`src/dma_pkg.sv`:
```
package dma_pkg;

  localparam int NCH = 4;

  // register offsets on the host port
  localparam logic [3:0] OFS_STATUS_CMD = 4'h8;
  localparam logic [3:0] OFS_REQUEST = 4'h9;
  localparam logic [3:0] OFS_CMDRD_SMASK = 4'hA;
  localparam logic [3:0] OFS_MODE = 4'hB;
  localparam logic [3:0] OFS_BYTE_PTR = 4'hC;
  localparam logic [3:0] OFS_TEMP_MCLR = 4'hD;
  localparam logic [3:0] OFS_MCNT_CLRMASK = 4'hE;
  localparam logic [3:0] OFS_ALL_MASK = 4'hF;

  // global_control bit positions
  localparam int CMD_ACK_POL = 7;
  localparam int CMD_REQ_POL = 6;
  localparam int CMD_EARLY_WR = 5;
  localparam int CMD_ROTATE = 4;
  localparam int CMD_COMPRESS = 3;
  localparam int CMD_DISABLE = 2;
  localparam int CMD_SRC_HOLD = 1;
  localparam int CMD_MEM2MEM = 0;

  // channel_mode field positions (stored as bits 7:2)
  localparam int MODE_TM_LSB = 6;
  localparam int MODE_DOWN = 5;
  localparam int MODE_AUTO = 4;
  localparam int MODE_TT_LSB = 2;

  // control field positions of request and single mask writes
  localparam int SEL_LSB = 0;
  localparam int SET_BIT = 2;

  localparam logic [1:0] TM_DEMAND = 2'h0;
  localparam logic [1:0] TM_SINGLE = 2'h1;
  localparam logic [1:0] TM_BLOCK = 2'h2;
  localparam logic [1:0] TM_CASCADE = 2'h3;
  localparam logic [1:0] TT_VERIFY = 2'h0;
  localparam logic [1:0] TT_WRITE = 2'h1;
  localparam logic [1:0] TT_READ = 2'h2;

  // values after reset, request readback fill and last count
  localparam logic [7:0] CMD_RST = 8'h00;
  localparam logic [3:0] MASK_RST = 4'hF;
  localparam logic [3:0] READ_ONES = 4'hF;
  localparam logic [15:0] WORD_RST = 16'h0000;
  localparam logic [15:0] CNT_LAST = 16'h0000;

  typedef enum logic [5:0] {
    ST_IDLE = 6'b000001,
    ST_HOLD = 6'b000010,
    ST_ADDR = 6'b000100,
    ST_XFER = 6'b001000,
    ST_M2M_RD = 6'b010000,
    ST_M2M_WR = 6'b100000
  } state_t;

endpackage : dma_pkg

```
`src/dma_arbiter.sv`:
```
`timescale 1ns/1ps
`default_nettype none
module dma_arbiter (
  input wire logic [3:0] req,    // eligible channel requests
  input wire logic rotate,       // rotating priority select
  input wire logic [1:0] last,   // channel served last
  output logic valid,            // some channel requests
  output logic [1:0] grant       // winning channel
);
  logic [1:0] start;
  logic [1:0] idx;

  // fixed: channel 0 first; rotating: channel after the last served first
  assign start = rotate ? 2'(last + 2'h1) : 2'h0;
  assign valid = |req;

  always_comb begin
    grant = start;
    idx = start;
    for (int k = 3; k >= 0; k--) begin
      idx = 2'(start + 2'(k));
      if (req[idx]) begin
        grant = idx;
      end
    end
  end
endmodule : dma_arbiter
`default_nettype wire

```
`src/dma_ctrl.sv`:
```
// Functional notes
// - four 16-bit addresses, stepped, byte-wise host access
// - channel does programmed count plus one
// - count decrements; zero to FFFF flags terminal count
// - host address/count writes also load base
// - control register read/write, cleared by reset/clear
// - bit 7 acknowledge high, bit 6 request low
// - bit 5 asserts write strobes one state early
// - bit 4 selects rotating over fixed priority
// - bit 3 selects compressed transfer timing
// - bit 2 disables all DMA cycles
// - bit 0 mem-to-mem, bit 1 holds source
// - mode write: bits 1:0 pick channel
// - mode reads walk channels, bits 1:0 ones
// - mode bits 7:6 demand/single/block/cascade
// - mode bit 5 decrements, bit 4 autoinit
// - mode bits 3:2 verify/write/read type
// - request write sets/clears bit, mask ignored
// - request read: bits 3:0, upper ones, reset clears
// - single and all mask writes; mask blocks external
// - reset sets masks; clear command; terminal count masks unless autoinit
// - status: count-done flags and pending requests
// - temp byte captured then driven in mem-to-mem
// - byte pointer toggles per access, cleared by reset
// - mode reads start at channel 0 after clear
// - master clear acts like reset but keeps modes, addresses and counts, returns idle
// - one bus cycle, or two for mem-to-mem
`timescale 1ns/1ps
`default_nettype none
module dma_ctrl (
  input wire logic ref_clk,                               // system clock
  input wire logic rst_b,                                 // async reset, active low
  input wire logic [3:0] addr,                            // register offset
  input wire logic [7:0] wdata,                           // write data
  input wire logic wr_stb,                                // write strobe
  input wire logic rd_stb,                                // read strobe
  output logic [7:0] rdata,                               // read data, cycle after strobe
  input wire logic [dma_pkg::NCH-1:0] request_line,       // peripheral requests, pins
  output logic [dma_pkg::NCH-1:0] acknowledge_line,       // peripheral acknowledges
  output logic hold_req,                                  // bus hold request
  input wire logic hold_ack,                              // bus hold granted, pin
  output logic [15:0] mem_addr,                           // transfer address
  input wire logic [7:0] data_in,                         // system data bus in
  output logic [7:0] data_out,                            // system data bus out
  output logic data_oe,                                   // data bus drive enable
  output logic mem_rd,                                    // memory read strobe
  output logic mem_wr,                                    // memory write strobe
  output logic io_rd,                                     // i/o read strobe
  output logic io_wr,                                     // i/o write strobe
  output logic term_count                                 // terminal count pulse
);
  import dma_pkg::*;

  function automatic logic [15:0] put_byte(input logic [15:0] w, input logic hi,
                                           input logic [7:0] b);
    put_byte = hi ? {b, w[7:0]} : {w[15:8], b};
  endfunction : put_byte

  function automatic logic [15:0] step(input logic [15:0] w, input logic down);
    step = down ? 16'(w - 16'h0001) : 16'(w + 16'h0001);
  endfunction : step

  logic [NCH-1:0] req_s1_q, req_s2_q;
  logic hack_s1_q, hack_s2_q;
  logic [7:0] cmd_q;
  logic [15:0] cur_addr_q [NCH];
  logic [15:0] cur_cnt_q [NCH];
  logic [15:0] base_addr_q [NCH];
  logic [15:0] base_cnt_q [NCH];
  logic [7:2] mode_q [NCH];
  logic [NCH-1:0] sreq_q, mask_q, tc_q;
  logic [7:0] temp_q, rdata_q, rd_val;
  logic ptr_q;
  logic [1:0] mcnt_q, ch_q, last_q;
  logic m2m_q;
  state_t st_q, st_d;

  // two-flop synchronisers for pins
  always_ff @(posedge ref_clk or negedge rst_b) begin
    if (!rst_b) begin
      req_s1_q <= '0;
      req_s2_q <= '0;
      hack_s1_q <= 1'b0;
      hack_s2_q <= 1'b0;
    end else begin
      req_s1_q <= request_line;
      req_s2_q <= req_s1_q;
      hack_s1_q <= hold_ack;
      hack_s2_q <= hack_s1_q;
    end
  end

  // host decode
  wire chan_acc = ~addr[3];
  wire [1:0] host_ch = addr[2:1];
  wire wr_cmd = wr_stb && addr == OFS_STATUS_CMD;
  wire wr_req = wr_stb && addr == OFS_REQUEST;
  wire wr_smask = wr_stb && addr == OFS_CMDRD_SMASK;
  wire wr_mode = wr_stb && addr == OFS_MODE;
  wire wr_ptr_clr = wr_stb && addr == OFS_BYTE_PTR;
  wire mclr = wr_stb && addr == OFS_TEMP_MCLR;
  wire wr_clrmask = wr_stb && addr == OFS_MCNT_CLRMASK;
  wire wr_amask = wr_stb && addr == OFS_ALL_MASK;
  wire rd_status = rd_stb && addr == OFS_STATUS_CMD;
  wire rd_mode = rd_stb && addr == OFS_MODE;
  wire rd_ptr_set = rd_stb && addr == OFS_BYTE_PTR;
  wire rd_mcnt_clr = rd_stb && addr == OFS_MCNT_CLRMASK;
  wire [1:0] wsel = wdata[SEL_LSB +: 2];

  // request qualification
  wire [NCH-1:0] ext_pend = cmd_q[CMD_REQ_POL] ? ~req_s2_q : req_s2_q;
  wire [NCH-1:0] eligible = (ext_pend & ~mask_q) | sreq_q;
  wire arb_valid;
  wire [1:0] arb_ch;

  dma_arbiter u_arb (
    .req(eligible),
    .rotate(cmd_q[CMD_ROTATE]),
    .last(last_q),
    .valid(arb_valid),
    .grant(arb_ch)
  );

  // active channel attributes
  wire [1:0] tm = mode_q[ch_q][MODE_TM_LSB +: 2];
  wire [1:0] tt = mode_q[ch_q][MODE_TT_LSB +: 2];
  wire cascade = tm == TM_CASCADE;
  wire dis = cmd_q[CMD_DISABLE];
  wire ew = cmd_q[CMD_EARLY_WR];
  wire ct = cmd_q[CMD_COMPRESS];
  wire [1:0] cc = m2m_q ? 2'h1 : ch_q;
  wire done = st_q == ST_XFER || st_q == ST_M2M_WR;
  wire tc_hit = done && cur_cnt_q[cc] == CNT_LAST;
  wire more = !tc_hit && !dis && (m2m_q || tm == TM_BLOCK ||
              (tm == TM_DEMAND && eligible[ch_q]));
  // a grant left over from the previous hold must drop before a new hold starts
  wire start = arb_valid && !dis && !hack_s2_q;
  wire m2m_go = cmd_q[CMD_MEM2MEM] && arb_ch == 2'h0;

  always_comb begin
    st_d = st_q;
    unique case (st_q)
      ST_IDLE: begin
        if (start) begin
          st_d = ST_HOLD;
        end
      end
      ST_HOLD: begin
        if (hack_s2_q) begin
          if (cascade && !m2m_q) begin
            if (!eligible[ch_q]) begin
              st_d = ST_IDLE;
            end
          end else if (m2m_q) begin
            st_d = ST_M2M_RD;
          end else begin
            st_d = ct ? ST_XFER : ST_ADDR;
          end
        end
      end
      ST_ADDR: st_d = ST_XFER;
      ST_M2M_RD: st_d = ST_M2M_WR;
      ST_XFER, ST_M2M_WR: begin
        if (!more) begin
          st_d = ST_IDLE;
        end else if (m2m_q) begin
          st_d = ST_M2M_RD;
        end else begin
          st_d = ct ? ST_XFER : ST_ADDR;
        end
      end
    endcase
  end

  always_ff @(posedge ref_clk or negedge rst_b) begin
    if (!rst_b) begin
      st_q <= ST_IDLE;
      ch_q <= 2'h0;
      m2m_q <= 1'b0;
      last_q <= 2'h3;
    end else if (mclr) begin
      st_q <= ST_IDLE;
      ch_q <= 2'h0;
      m2m_q <= 1'b0;
      last_q <= 2'h3;
    end else begin
      st_q <= st_d;
      if (st_q == ST_IDLE && start) begin
        ch_q <= arb_ch;
        m2m_q <= m2m_go;
        last_q <= arb_ch;
      end
    end
  end

  // per-channel address and count stepping
  logic [NCH-1:0] adv_a, adv_c, reload, hw_a, hw_c;
  always_comb begin
    for (int i = 0; i < NCH; i++) begin
      hw_a[i] = wr_stb && chan_acc && host_ch == 2'(i) && !addr[0];
      hw_c[i] = wr_stb && chan_acc && host_ch == 2'(i) && addr[0];
      adv_c[i] = done && cc == 2'(i);
      adv_a[i] = done && (m2m_q ? (i == 1 || (i == 0 && !cmd_q[CMD_SRC_HOLD]))
                               : ch_q == 2'(i));
      reload[i] = tc_hit && cc == 2'(i) && mode_q[i][MODE_AUTO];
    end
  end

  always_ff @(posedge ref_clk or negedge rst_b) begin
    if (!rst_b) begin
      for (int i = 0; i < NCH; i++) begin
        cur_addr_q[i] <= WORD_RST;
        cur_cnt_q[i] <= WORD_RST;
        base_addr_q[i] <= WORD_RST;
        base_cnt_q[i] <= WORD_RST;
      end
    end else begin
      for (int i = 0; i < NCH; i++) begin
        if (hw_a[i]) begin
          cur_addr_q[i] <= put_byte(cur_addr_q[i], ptr_q, wdata);
          base_addr_q[i] <= put_byte(base_addr_q[i], ptr_q, wdata);
        end else if (reload[i]) begin
          cur_addr_q[i] <= base_addr_q[i];
        end else if (adv_a[i]) begin
          cur_addr_q[i] <= step(cur_addr_q[i], mode_q[i][MODE_DOWN]);
        end
        if (hw_c[i]) begin
          cur_cnt_q[i] <= put_byte(cur_cnt_q[i], ptr_q, wdata);
          base_cnt_q[i] <= put_byte(base_cnt_q[i], ptr_q, wdata);
        end else if (reload[i]) begin
          cur_cnt_q[i] <= base_cnt_q[i];
        end else if (adv_c[i]) begin
          cur_cnt_q[i] <= step(cur_cnt_q[i], 1'b1);
        end
      end
    end
  end

  // global control
  always_ff @(posedge ref_clk or negedge rst_b) begin
    if (!rst_b) begin
      cmd_q <= CMD_RST;
    end else if (mclr) begin
      cmd_q <= CMD_RST;
    end else if (wr_cmd) begin
      cmd_q <= wdata;
    end
  end

  // channel modes
  always_ff @(posedge ref_clk or negedge rst_b) begin
    if (!rst_b) begin
      for (int i = 0; i < NCH; i++) begin
        mode_q[i] <= 6'h00;
      end
    end else if (wr_mode) begin
      mode_q[wsel] <= wdata[7:2];
    end
  end

  // software requests, masks and count-done flags; hardware set wins
  logic [NCH-1:0] tc_set, tc_srv, sreq_d, mask_d, tc_d;
  always_comb begin
    tc_set = '0;
    tc_set[cc] = tc_hit;
    tc_srv = '0;
    tc_srv[ch_q] = tc_hit;
    // the served channel drops its request too, so a copy does not restart
    sreq_d = sreq_q & ~tc_set & ~tc_srv;
    if (wr_req) begin
      sreq_d[wsel] = wdata[SET_BIT];
    end
    mask_d = mask_q;
    if (wr_smask) begin
      mask_d[wsel] = wdata[SET_BIT];
    end
    if (wr_amask) begin
      mask_d = wdata[3:0];
    end
    if (wr_clrmask) begin
      mask_d = '0;
    end
    mask_d = mask_d | (tc_set & ~(reload));
    tc_d = (rd_status ? '0 : tc_q) | tc_set;
  end

  always_ff @(posedge ref_clk or negedge rst_b) begin
    if (!rst_b) begin
      sreq_q <= '0;
      mask_q <= MASK_RST;
      tc_q <= '0;
    end else if (mclr) begin
      sreq_q <= '0;
      mask_q <= MASK_RST;
      tc_q <= '0;
    end else begin
      sreq_q <= sreq_d;
      mask_q <= mask_d;
      tc_q <= tc_d;
    end
  end

  // holding byte for memory-to-memory
  always_ff @(posedge ref_clk or negedge rst_b) begin
    if (!rst_b) begin
      temp_q <= 8'h00;
    end else if (mclr) begin
      temp_q <= 8'h00;
    end else if (st_q == ST_M2M_RD) begin
      temp_q <= data_in;
    end
  end

  // byte pointer and mode read counter
  always_ff @(posedge ref_clk or negedge rst_b) begin
    if (!rst_b) begin
      ptr_q <= 1'b0;
      mcnt_q <= 2'h0;
    end else if (mclr) begin
      ptr_q <= 1'b0;
      mcnt_q <= 2'h0;
    end else begin
      if (wr_ptr_clr) begin
        ptr_q <= 1'b0;
      end else if (rd_ptr_set) begin
        ptr_q <= 1'b1;
      end else if ((rd_stb || wr_stb) && chan_acc) begin
        ptr_q <= ~ptr_q;
      end
      if (rd_mcnt_clr) begin
        mcnt_q <= 2'h0;
      end else if (rd_mode) begin
        mcnt_q <= 2'(mcnt_q + 2'h1);
      end
    end
  end

  // read data mux
  wire [15:0] rd_word = addr[0] ? cur_cnt_q[host_ch] : cur_addr_q[host_ch];
  always_comb begin
    rd_val = 8'h00;
    if (chan_acc) begin
      rd_val = ptr_q ? rd_word[15:8] : rd_word[7:0];
    end else begin
      unique case (addr)
        OFS_STATUS_CMD: rd_val = {ext_pend, tc_q};
        OFS_REQUEST: rd_val = {READ_ONES, sreq_q};
        OFS_CMDRD_SMASK: rd_val = cmd_q;
        OFS_MODE: rd_val = {mode_q[mcnt_q], 2'b11};
        OFS_TEMP_MCLR: rd_val = temp_q;
        OFS_ALL_MASK: rd_val = {4'h0, mask_q};
        default: rd_val = 8'h00;
      endcase
    end
  end

  always_ff @(posedge ref_clk or negedge rst_b) begin
    if (!rst_b) begin
      rdata_q <= 8'h00;
    end else begin
      rdata_q <= rd_stb ? rd_val : 8'h00;
    end
  end
  assign rdata = rdata_q;

  // transfer outputs
  wire ack_act = (st_q == ST_HOLD && hack_s2_q && cascade && !m2m_q) ||
                 st_q == ST_ADDR || (st_q == ST_XFER && !m2m_q);
  wire [NCH-1:0] ack_vec = ack_act ? NCH'(1) << ch_q : '0;
  wire wr_ph = st_q == ST_XFER || (ew && st_q == ST_ADDR);
  assign acknowledge_line = cmd_q[CMD_ACK_POL] ? ack_vec : ~ack_vec;
  assign hold_req = st_q != ST_IDLE;
  assign mem_addr = st_q == ST_M2M_WR ? cur_addr_q[1] :
                    (m2m_q ? cur_addr_q[0] : cur_addr_q[ch_q]);
  assign mem_rd = (st_q == ST_XFER && tt == TT_READ) || st_q == ST_M2M_RD;
  assign io_rd = st_q == ST_XFER && tt == TT_WRITE;
  assign mem_wr = (wr_ph && !m2m_q && tt == TT_WRITE) || st_q == ST_M2M_WR ||
                  (ew && st_q == ST_M2M_RD);
  assign io_wr = wr_ph && !m2m_q && tt == TT_READ;
  assign data_out = temp_q;
  assign data_oe = st_q == ST_M2M_WR;
  assign term_count = tc_hit;
endmodule : dma_ctrl
`default_nettype wire

```
`config.mk`:
```
export PLATFORM = sky130hd
export DESIGN_NAME = dma_ctrl
export DESIGN_NICKNAME = d
export VERILOG_FILES = /design/src/dma_pkg.sv /design/src/dma_arbiter.sv /design/src/dma_ctrl.sv
export SDC_FILE = /design/constraint.sdc
export NUM_CORES = 1
export LEC_CHECK = 0
export ABC_AREA = 1
export CORE_MARGIN = 5
export CORE_UTILIZATION = 55
export DETAILED_ROUTE_END_ITERATION = 12
export DONT_BUFFER_PORTS = 1
export GPL_TIMING_DRIVEN = 0
export PLACE_DENSITY = 0.76
export SLEW_MARGIN = 20
export SYNTH_ARGS = -nofsm -noshare
export SYNTH_HDL_FRONTEND = slang
export SYNTH_SLANG_ARGS = --single-unit
```
`constraint.sdc`:
```
create_clock -name ref_clk -period 3.5 [get_ports ref_clk]
set_clock_uncertainty 0.15 [all_clocks]
set_input_delay 0.175 -clock ref_clk [delete_from_list [all_inputs] [get_ports ref_clk]]
set_output_delay 0.175 -clock ref_clk [all_outputs]
set_load 0.01 [all_outputs]
```
Yosys cells after proc, flatten, opt, wreduce, memory -nomap -nowiden
Cells that the tools add are included.
W data, S select, Z words.
{ "word_totals": {"out_inout_bits": 43, "regBits": 340} }
{ "op_classes": {"add_sub_neg": 17, "n_reduce_logical": 136, "n_lt_le_gt_ge": 16, "shift": 1, "n_bitwise": 22, "mux": 121, "eq_ne": 47} }
{ "ops": {"columns": ["operator", "count"], "rows": [
  ["$mux W16", 40],
  ["$bmux W16 S2", 4],
  ["$sub A16 B1 Y16 const B", 8],
  ["$logic_and A1 B1 Y1", 66],
  ["$mux W6", 11],
  ["$add A16 B1 Y16 const B", 4],
  ["$reduce_and A2 Y1", 32],
  ["$mux W8", 7],
  ["$mux W4", 12],
  ["$pmux W8 S6", 1],
  ["$eq A4 B4 Y1 const B", 8],
  ["$ne A2 B2 Y1 const B", 16],
  ["$pmux W6 S5", 1],
  ["$reduce_bool A3 Y1", 9],
  ["$and A4 B4 Y4", 6],
  ["$bmux W6 S2", 2],
  ["$bwmux W24", 1],
  ["$mux W2", 12],
  ["$not A4 Y4", 6],
  ["$lt A2 B3 Y1 const B", 7],
  ["$eq A2 B2 Y1 const B", 9],
  ["$mux W1", 18],
  ["$logic_not A16 Y1", 1],
  ["$ge A3 B3 Y1 const B", 5],
  ["other kinds (31)", 74]
]} }

Depth between registers and ports, before layout
Gate-level depths: netlist of the first run.
{ "logic_depth": {"ltp_word": 14, "mapped_depth": 14, "depth_no_buf": 13} }

Cells and area by module
A second synthesis of the first run with hierarchy kept.
{ "unflattened": {"cells_unflattened": 3058, "area_unflattened_um2": 22062.4} }
{ "modules_own_cells": {"columns": ["module", "n_inst", "area_per_inst_um2", "cells_per_inst", "seq_area_each_um2"], "rows": [
  ["dma_ctrl", 1, 21792.2, 3000, 8516.9],
  ["dma_arbiter", 1, 270.3, 58, 0.0]
]} }

Worst setup path after synthesis of the first run
No wires, ideal clock.
{ "synth_path": {"path_type": "register to register", "from": "register mode_q[15] (netlist name)", "to": "register cur_addr_q[44] (netlist name)", "setup_ns": 0.130, "n_path_buf": 0, "setup_slack_ns": 1.099, "synth_period_minus_slack_ns": 2.401, "required_ns": 3.220, "path_stages_with_launch": 10, "t_arrival_ns": 2.121, "path_cell_list": "dfrtp_1 inv_1 fa_1 o31ai_1 nand3_1 nand3_1 xor2_1 nand2_1 o211ai_1 nand3_1"} }
{ "synth_between": {"elab_chain_cells": 4} }
{ "synth_rtl": {"columns": ["element", "line", "text"], "rows": [
  ["from (decl)", "dma_ctrl.sv:70", "logic [7:2] mode_q [NCH];"],
  ["from (signal, indexed assignment)", "dma_ctrl.sv:257", "mode_q[wsel] <= wdata[7:2];"],
  ["$mux W16", "dma_ctrl.sv:60", "step = down ? 16'(w - 16'h0001) : 16'(w + 16'h0001);"],
  ["$mux W16", "dma_ctrl.sv:224", "end else if (adv_a[i]) begin"],
  ["$mux W16", "dma_ctrl.sv:222", "end else if (reload[i]) begin"],
  ["$mux W16", "dma_ctrl.sv:219", "if (hw_a[i]) begin"],
  ["to (signal, indexed assignment)", "dma_ctrl.sv:220", "cur_addr_q[i] <= put_byte(cur_addr_q[i], ptr_q, wdata);"],
  ["to (signal, indexed assignment)", "dma_ctrl.sv:223", "cur_addr_q[i] <= base_addr_q[i];"],
  ["to (signal, indexed assignment)", "dma_ctrl.sv:225", "cur_addr_q[i] <= step(cur_addr_q[i], mode_q[i][MODE_DOWN]);"],
  ["to (decl)", "dma_ctrl.sv:66", "logic [15:0] cur_addr_q [NCH];"]
]} }
No other way between the ends. The select of a mux whose other input is x is not followed.
A chain may end at the register's enable or synchronous reset.

Worst setup path in the final report of the first run
{ "layout_path": {"from": "register st_q[1]", "to": "register cur_addr_q[57] (netlist name)"} }
{ "layout_between": {"elab_chain_cells": 7} }
{ "layout_rtl": {"columns": ["element", "line", "text"], "rows": [
  ["from (decl)", "dma_ctrl.sv:76", "state_t st_q, st_d;"],
  ["from (signal assigned)", "dma_ctrl.sv:187", "st_q <= st_d;"],
  ["$eq A6 B4 Y1 / $eq A6 B6 Y1 (equally long branches)", "dma_ctrl.sv:132", "wire done = st_q == ST_XFER || st_q == ST_M2M_WR;"],
  ["$logic_or A1 B1 Y1 (*)", "dma_ctrl.sv:132", null],
  ["$logic_and A1 B1 Y1", "dma_ctrl.sv:133", "wire tc_hit = done && cur_cnt_q[cc] == CNT_LAST;"],
  ["$logic_and A1 B1 Y1 (2 in series)", "dma_ctrl.sv:205", "reload[i] = tc_hit && cc == 2'(i) && mode_q[i][MODE_AUTO];"],
  ["$reduce_bool A3 Y1 (no line) / $mux W16 (equally long branches)", null, null],
  ["$reduce_and A2 Y1 (no line) / $mux W16 (equally long branches)", null, null]
]} }
Every way passes the cells marked *; elsewhere a longest branch is shown, timed or not.

==> impl_metrics.tcl, run 1 <==
set metrics [dict create \
    status "finished, violations left" \
    violations "hold timing" \
    worst_path_max_delay_cell "nor2_1" \
    seq_power_share_pct 36.8 \
    cts_tree "done" \
    synth-async-reset-ratio_pct 100 \
    syn_inst 2993 \
    dpl.hpwl_mm 63.7 \
    ant_nets 0 \
    synth-edff-count 0 \
    nets 3153 \
    grt_pass1_vias 21600 \
    path_buf_inv 1 \
    synth_top_area_cell "dfrtp_1" \
    ctsHoldBuffers 25 \
    grt_pass1_wl_mm 130 \
    num_vias 22800 \
    syn-cell-area_mm2 0.0218 \
    syn-num-nets 3086 \
    ctsHtreeMaxLevel 2 \
    clock-root-buffer "clkbuf_16" \
    p_per_area_mw_per_mm2 838 \
    grt.total_usage_pct 38.4 \
    ys_seq_elements 340 \
    crit_fanout 8 \
    clkTransAtPathRegs_ns 0.06 \
    die_y_um 209 \
    worst_pin_slew_ns 1.25 \
    clockBufferDepth 3 \
    rsz0062_at_grt "false" \
    fin_tns_setup_ns 0 \
    clock_latency_ns 0.59 \
    firstDrtPassIters 6 \
    cp_top_family "simple AND/OR/NAND/NOR gates" \
    ys_types 56 \
    ys.flop_type "dfrtp_1" \
    worstReg2RegStart "st_q[1]$_DFFE_PN0P_" \
    drt_wl_total_mm 86.0 \
    drv_cap 0 \
    post-route-drc-count 0 \
    p_sw_share_pct 44.8 \
    io_buffers 0 \
    vdd_drop_max_v 0.000561 \
    cts_buffers 40 \
    io_pins 72 \
    cp_cell_sequence "nor2_1 > inv_2 > nor2_1 > nand3_1 > nand2_2 > nand2_1 > nor2_1 > nand3_1 > nor2_1 > nand3_1 > nand4_1 > nand3_1" \
    arrival_ns 3.78 \
    wl_per_cell_um 23.8 \
    cts.sinks 340 \
    avgSynthCellArea_um2 7.27 \
    cts_setup_buffers 0 \
    critPathCaptureType "register" \
    initial_core_util_pct 55.9 \
    dr.first_iter.drc_count 3728 \
    cp-start-kind "register" \
    fmax_mhz 289 \
    diodes 0 \
    path_class "register to register" \
    hold_ws_ns -0.849 \
    num_rows 72 \
    final_hold_viol_count 340 \
    max_slew_margin_pct 16.5 \
    min_path_type "primary input to asynchronous set/reset pin" \
    antenna_found_initial 0 \
    p_comb_share_pct 40.6 \
    synth.area.top_cells "dfrtp_1 38%, nand2_1 13%, inv_1 6.4%, o21ai_0 6.1%, nand3_1 6.0%" \
    nFillCells 3514 \
    die_area_mm2 0.0436 \
    place_congestion 1.07 \
    area_growth_pct 10.9 \
    p_switching_mw 9.04 \
    grt-ovfl-total 0 \
    synth_top_area_share_pct 38.3 \
    finalPower_mw 20.2 \
    worst_ep_required_time_ns 3.81 \
    p_int_mw 11.2 \
    post-route-min-period_ns 3.46 \
    cp-startpoint "st_q[1]$_DFFE_PN0P_" \
    finalCritPeriodShare_pct 98.9 \
    ys_warn_count 0 \
    power_leakage_nw 11.8 \
    vias_per_cell 6.30 \
    core_mm2 0.0389 \
    pwr-share-clk_pct 22.5 \
    max_stage_delay_ns 0.88 \
    grt_max_degree 341 \
    setup_viol 0 \
    final_layout_size_suffix_gt1_share_pct 6.02 \
    die_x_um 209 \
    synth-seq-area-share_pct 39.1 \
    slew_viol_final 0 \
]
-- area by class of cell --
cell class,count,area (µm²),area share (%)
timing repair buffer,25,250,1.04
sequential,340,8520,35.3
multi-input combinational,2166,11400,47.2
inverter,393,1480,6.13
clock inverter,19,250,1.04
buffer,94,412,1.71
clock buffer,54,1180,4.91
tap,518,648,2.69
-- state kept, by name (all words and copies together) (netlist names), 2 cells and up --
name,count
rdata,8
data_out,8
req_s2_q,4
req_s1_q,4
cur_addr_q,64
last_q,2
mode_q,24
mask_q,4
st_q,6
ch_q,2
mcnt_q,2
sreq_q,4
cur_cnt_q,64
base_cnt_q,64
base_addr_q,64
tc_q,4
cmd_q,8
-- what timing repair did --
action | 4_1_cts | 5_1_grt
gates resized for setup | 3 | 4
hold endpoints to repair | 393 | 340
setup endpoints to repair | 14 | 14
-- cell usage after synthesis (all sizes together) (3+ instances only) --
cell and number:
dfstp 7, o221ai 6, nor2 208, dfrtp 333, nor3 25, o22ai 72, or2 3, xor2 61
nand4 59, nand2 783, nor4 6, nand3b 3, inv 390, o21ai 270, a21oi 143, o21a 3
xnor2 36, nand3 264, clkbuf 64, a2111oi 3, buf 30, ha 60, a21o 9, o2111ai 5
o311ai 14, clkinv 3, fa 4, a22oi 9, o21bai 49, a31oi 8, o211ai 42, o31ai 10
-- placed cells by master (no fill, tap or decap), types with 20 or more instances in the layout --
cell and n:
nand2_1 772, inv_1 371, dfrtp_1 333, o21ai_0 265, nand3_1 260, nor2_1 179
a21oi_1 141, o22ai_1 72, xor2_1 61, ha_1 60, clkbuf_1 58, nand4_1 56
o21bai_1 49, o211ai_1 42, clkbuf_16 41, xnor2_1 36, dlygate4sd3_1 25, nor3_1 23
buf_2 21, nor2_2 20
-- worst register-to-register path, cell delays in order (launching register included) --
cell,delay [ns]
dfrtp_1,0.39
nor2_1,0.22
inv_2,0.06
nor2_1,0.12
nand3_1,0.33
nand2_2,0.32
nand2_1,0.09
nor2_1,0.18
nand3_1,0.22
nor2_1,0.88
nand3_1,0.19
nand4_1,0.13
nand3_1,0.08
-- through the flow --
stage	setup WS [ns]	util, %	cells	area, µm²	hold slack [ns]
floorplan	1.10	-	2993	21800	-0.271
global placement	0.295	57.6	3511	22400	-0.260
detailed placement	0.249	57.6	3511	22400	-0.260
CTS	0.00465	61.9	3609	24100	-0.851
global route	0.00176	62.0	3609	24100	-0.861
finish	0.0383	62.0	3609	24100	-0.849
-- kinds of logic after synthesis --
family	share of synthesized area, %
flops	39.1
compound gates	17.5
buf+inv	8.62
fa+ha+maj	3.82
xor+xnor	3.91
simple gates	27.0
-- power groups by stage --
stage	logic [mW]	clock network (mW)	registers, mW
2_1_floorplan	5.98	0	6.43
3_3_place_gp	7.65	0	7.30
3_5_place_dp	7.86	0	7.34
4_1_cts	7.99	4.56	7.29
5_1_grt	9.06	4.73	7.52
6_report	8.21	4.56	7.44
-- worst paths after layout --
| path | to | slack, ns | cells after the start |
|---|---|---|---|
| worst max-delay path | cur_addr_q[57]$_DFFE_PN0P_ | 0.04 | 12 |
| worst min-delay path | base_addr_q[37]$_DFFE_PN0P_ | -0.85 | 0 |
| worst max register to register | cur_addr_q[57]$_DFFE_PN0P_ | 0.04 | 12 |
| worst min register to register | req_s2_q[3]$_DFF_PN0_ | 0.20 | 0 |
| max in group asynchronous | base_cnt_q[22]$_DFFE_PN0P_ | 3.49 | 0 |
| min in group ref_clk | req_s1_q[0]$_DFF_PN0_ | 0 | 1 |
-- metal layers --
metal	up-vias	part of all wire, %	wire (µm)	track usage, %
li1	10100	-	-	-
met1	10900	39	33400	52.0
met2	1433	43	36600	56.7
met3	329	12	10400	10.2
met4	0	6.6	5670	20.0
met5	-	0	0	0
No activity file was read; power rests on OpenSTA's default activity.
==> run 2: changes to the inputs <==
- CORE_MARGIN: 5 -> 10
==> impl_metrics.tcl, run 2 (synthesized netlist as in run 1, its figures left out) <==
set metrics [dict create \
    status "finished, violations left" \
    violations "hold timing" \
    min_path_type "primary input to asynchronous set/reset pin" \
    die_area_mm2 0.0479 \
    vdd_drop_max_v 0.000461 \
    post-route-min-period_ns 3.38 \
    io_buffers 0 \
    multi_input_area_mm2 0.0114 \
    setup_viol 0 \
    worstReg2RegStart "cur_cnt_q[34]$_DFFE_PN0P_" \
    fin_ws_ns 0.124 \
    routed.top_layer "met5" \
    grt_pass1_vias 21100 \
    ant_nets 0 \
    max_slew_margin_pct 12.3 \
    post-route-drc-count 0 \
    area_growth_pct 10.2 \
    ctsHtreeMaxLevel 2 \
    vias_per_cell 6.30 \
    ctsHoldBuffers 23 \
    clock_latency_ns 0.56 \
    clkTransAtPathRegs_ns 0.06 \
    dr.first_iter.drc_count 3372 \
    reg2reg_to "cur_cnt_q[5]$_DFFE_PN0P_" \
    num_vias 22700 \
    regArea_mm2 0.00852 \
    worst_pin_slew_ns 1.32 \
    die_y_um 219 \
    place_congestion 1.07 \
    r2r_cells 11 \
    cts_setup_buffers 0 \
    crit_fanout 10 \
    grt-ovfl-total 0 \
    hold_ws_ns -0.842 \
    firstDrtPassIters 6 \
    place_ws_ns 0.185 \
    clockBufferDepth 3 \
    io_pins 72 \
    fmax_mhz 296 \
    cts_tree "done" \
    grt_max_degree 341 \
    finalPower_mw 19.9 \
    initial_core_util_pct 55.9 \
    finalCritPeriodShare_pct 96.5 \
    final_hold_viol_count 340 \
    cp-startpoint "m2m_q$_DFFE_PN0P_" \
    cts_buffers 40 \
    nFillCells 3594 \
    final_cells 3605 \
    wl_per_cell_um 24.1 \
    critPathCaptureType "output port" \
    die_x_um 219 \
    path_class "register to output port" \
    cp-start-kind "register" \
    core_mm2 0.0389 \
    antenna_found_initial 2 \
    utilization_pct 61.6 \
    power_leakage_nw 11.7 \
    arrival_ns 3.05 \
    p_per_area_mw_per_mm2 831 \
    grt_pass1_wl_mm 129 \
    place_inst 3511 \
    wl_met1_mm 34.5 \
    clock-root-buffer "clkbuf_16" \
    grt.total_usage_pct 35.4 \
    wl_met2_mm 36.7 \
    r2r_setup_slack_ns 0.19 \
    drv_cap 0 \
    layout_common_cells "772 x nand2_1, 371 x inv_1, 333 x dfrtp_1" \
    wl_met3_mm 10.1 \
    fin_tns_setup_ns 0 \
    final_layout_size_suffix_gt1_share_pct 5.80 \
    cts.sinks 340 \
    worst_ep_required_time_ns 3.17 \
    num_rows 72 \
    drt_wl_total_mm 86.8 \
    worstSetupEndpoint "mem_addr[15]" \
    slew_viol_final 0 \
    final_common_cell "nand2_1" \
    nets 3151 \
    rsz0062_at_grt "false" \
    dpl.hpwl_mm 64.2 \
]
run 2: changes by cell type in the layout (fill, tap and decap cells not counted), sizes merged:
cell	delta
buf	-1
bufinv	-2
clkbuf	+3
clkinv	+5
clkinvlp	-6
diode	+1
dlygate4sd3	-2
inv	-2
run 2: metal layers:
layer / up-vias / global-route usage (%)
met4: 2 / 19.4
met5: - / 0
met2: 1475 / 51.7
met3: 291 / 8.09
met1: 10800 / 48.0
li1: 10100 / -
run 2: layout make-up:
type,instances,area share [%]
Antenna cell,1,0.0104
Buffer,94,1.73
Clock buffer,56,4.81
Clock inverter,14,0.632
Inverter,393,6.16
Multi-Input combinational cell,2166,47.5
Sequential cell,340,35.5
Tap cell,518,2.70
Timing Repair Buffer,23,0.960
run 2: repair_timing:
| item | in CTS | in global routing |
|---|---|---|
| pin swaps | 0 | 0 |
| endpoints found under the hold margin | 393 | 340 |
| resized for setup | 4 | 4 |
| setup endpoints to repair | 14 | 12 |
run 2: worst min path at each step:
| stage | from | endpoint | slack [ns] |
|---|---|---|---|
| global placement | rst_b | cur_addr_q[38]$_DFFE_PN0P_ | -0.26 |
| global route | rst_b | base_addr_q[37]$_DFFE_PN0P_ | -0.85 |
| floorplan | rst_b | base_addr_q[0]$_DFFE_PN0P_ | -0.27 |
| CTS | rst_b | base_addr_q[38]$_DFFE_PN0P_ | -0.85 |
| detailed placement | rst_b | base_addr_q[37]$_DFFE_PN0P_ | -0.26 |
| finish | rst_b | base_addr_q[37]$_DFFE_PN0P_ | -0.84 |
run 2: worst max-delay path, cell delays in order (launching register included):
cell and delay [ns]:
dfrtp_1 0.35, buf_2 0.22, inv_1 0.10, buf_2 0.34, clkbuf_1 0.66, nand3_1 0.13
o21ai_0 0.23, a21oi_1 0.08, o22ai_1 0.38
run 2: report_power, final:
| group | internal, mW | switching (mW) | leakage (nW) |
|---|---|---|---|
| registers | 5.49 | 1.95 | 4.16 |
| clock network | 2.51 | 1.76 | 0.647 |
| logic | 2.91 | 5.28 | 6.92 |
| total | 10.9 | 9.00 | 11.7 |
run 2: through the flow:
step | instance area [µm²] | hold WS [ns]
finish | 24000 | -0.842
global route | 24000 | -0.850
CTS | 24000 | -0.851
detailed placement | 22400 | -0.259
global placement | 22400 | -0.257
floorplan | 21800 | -0.271
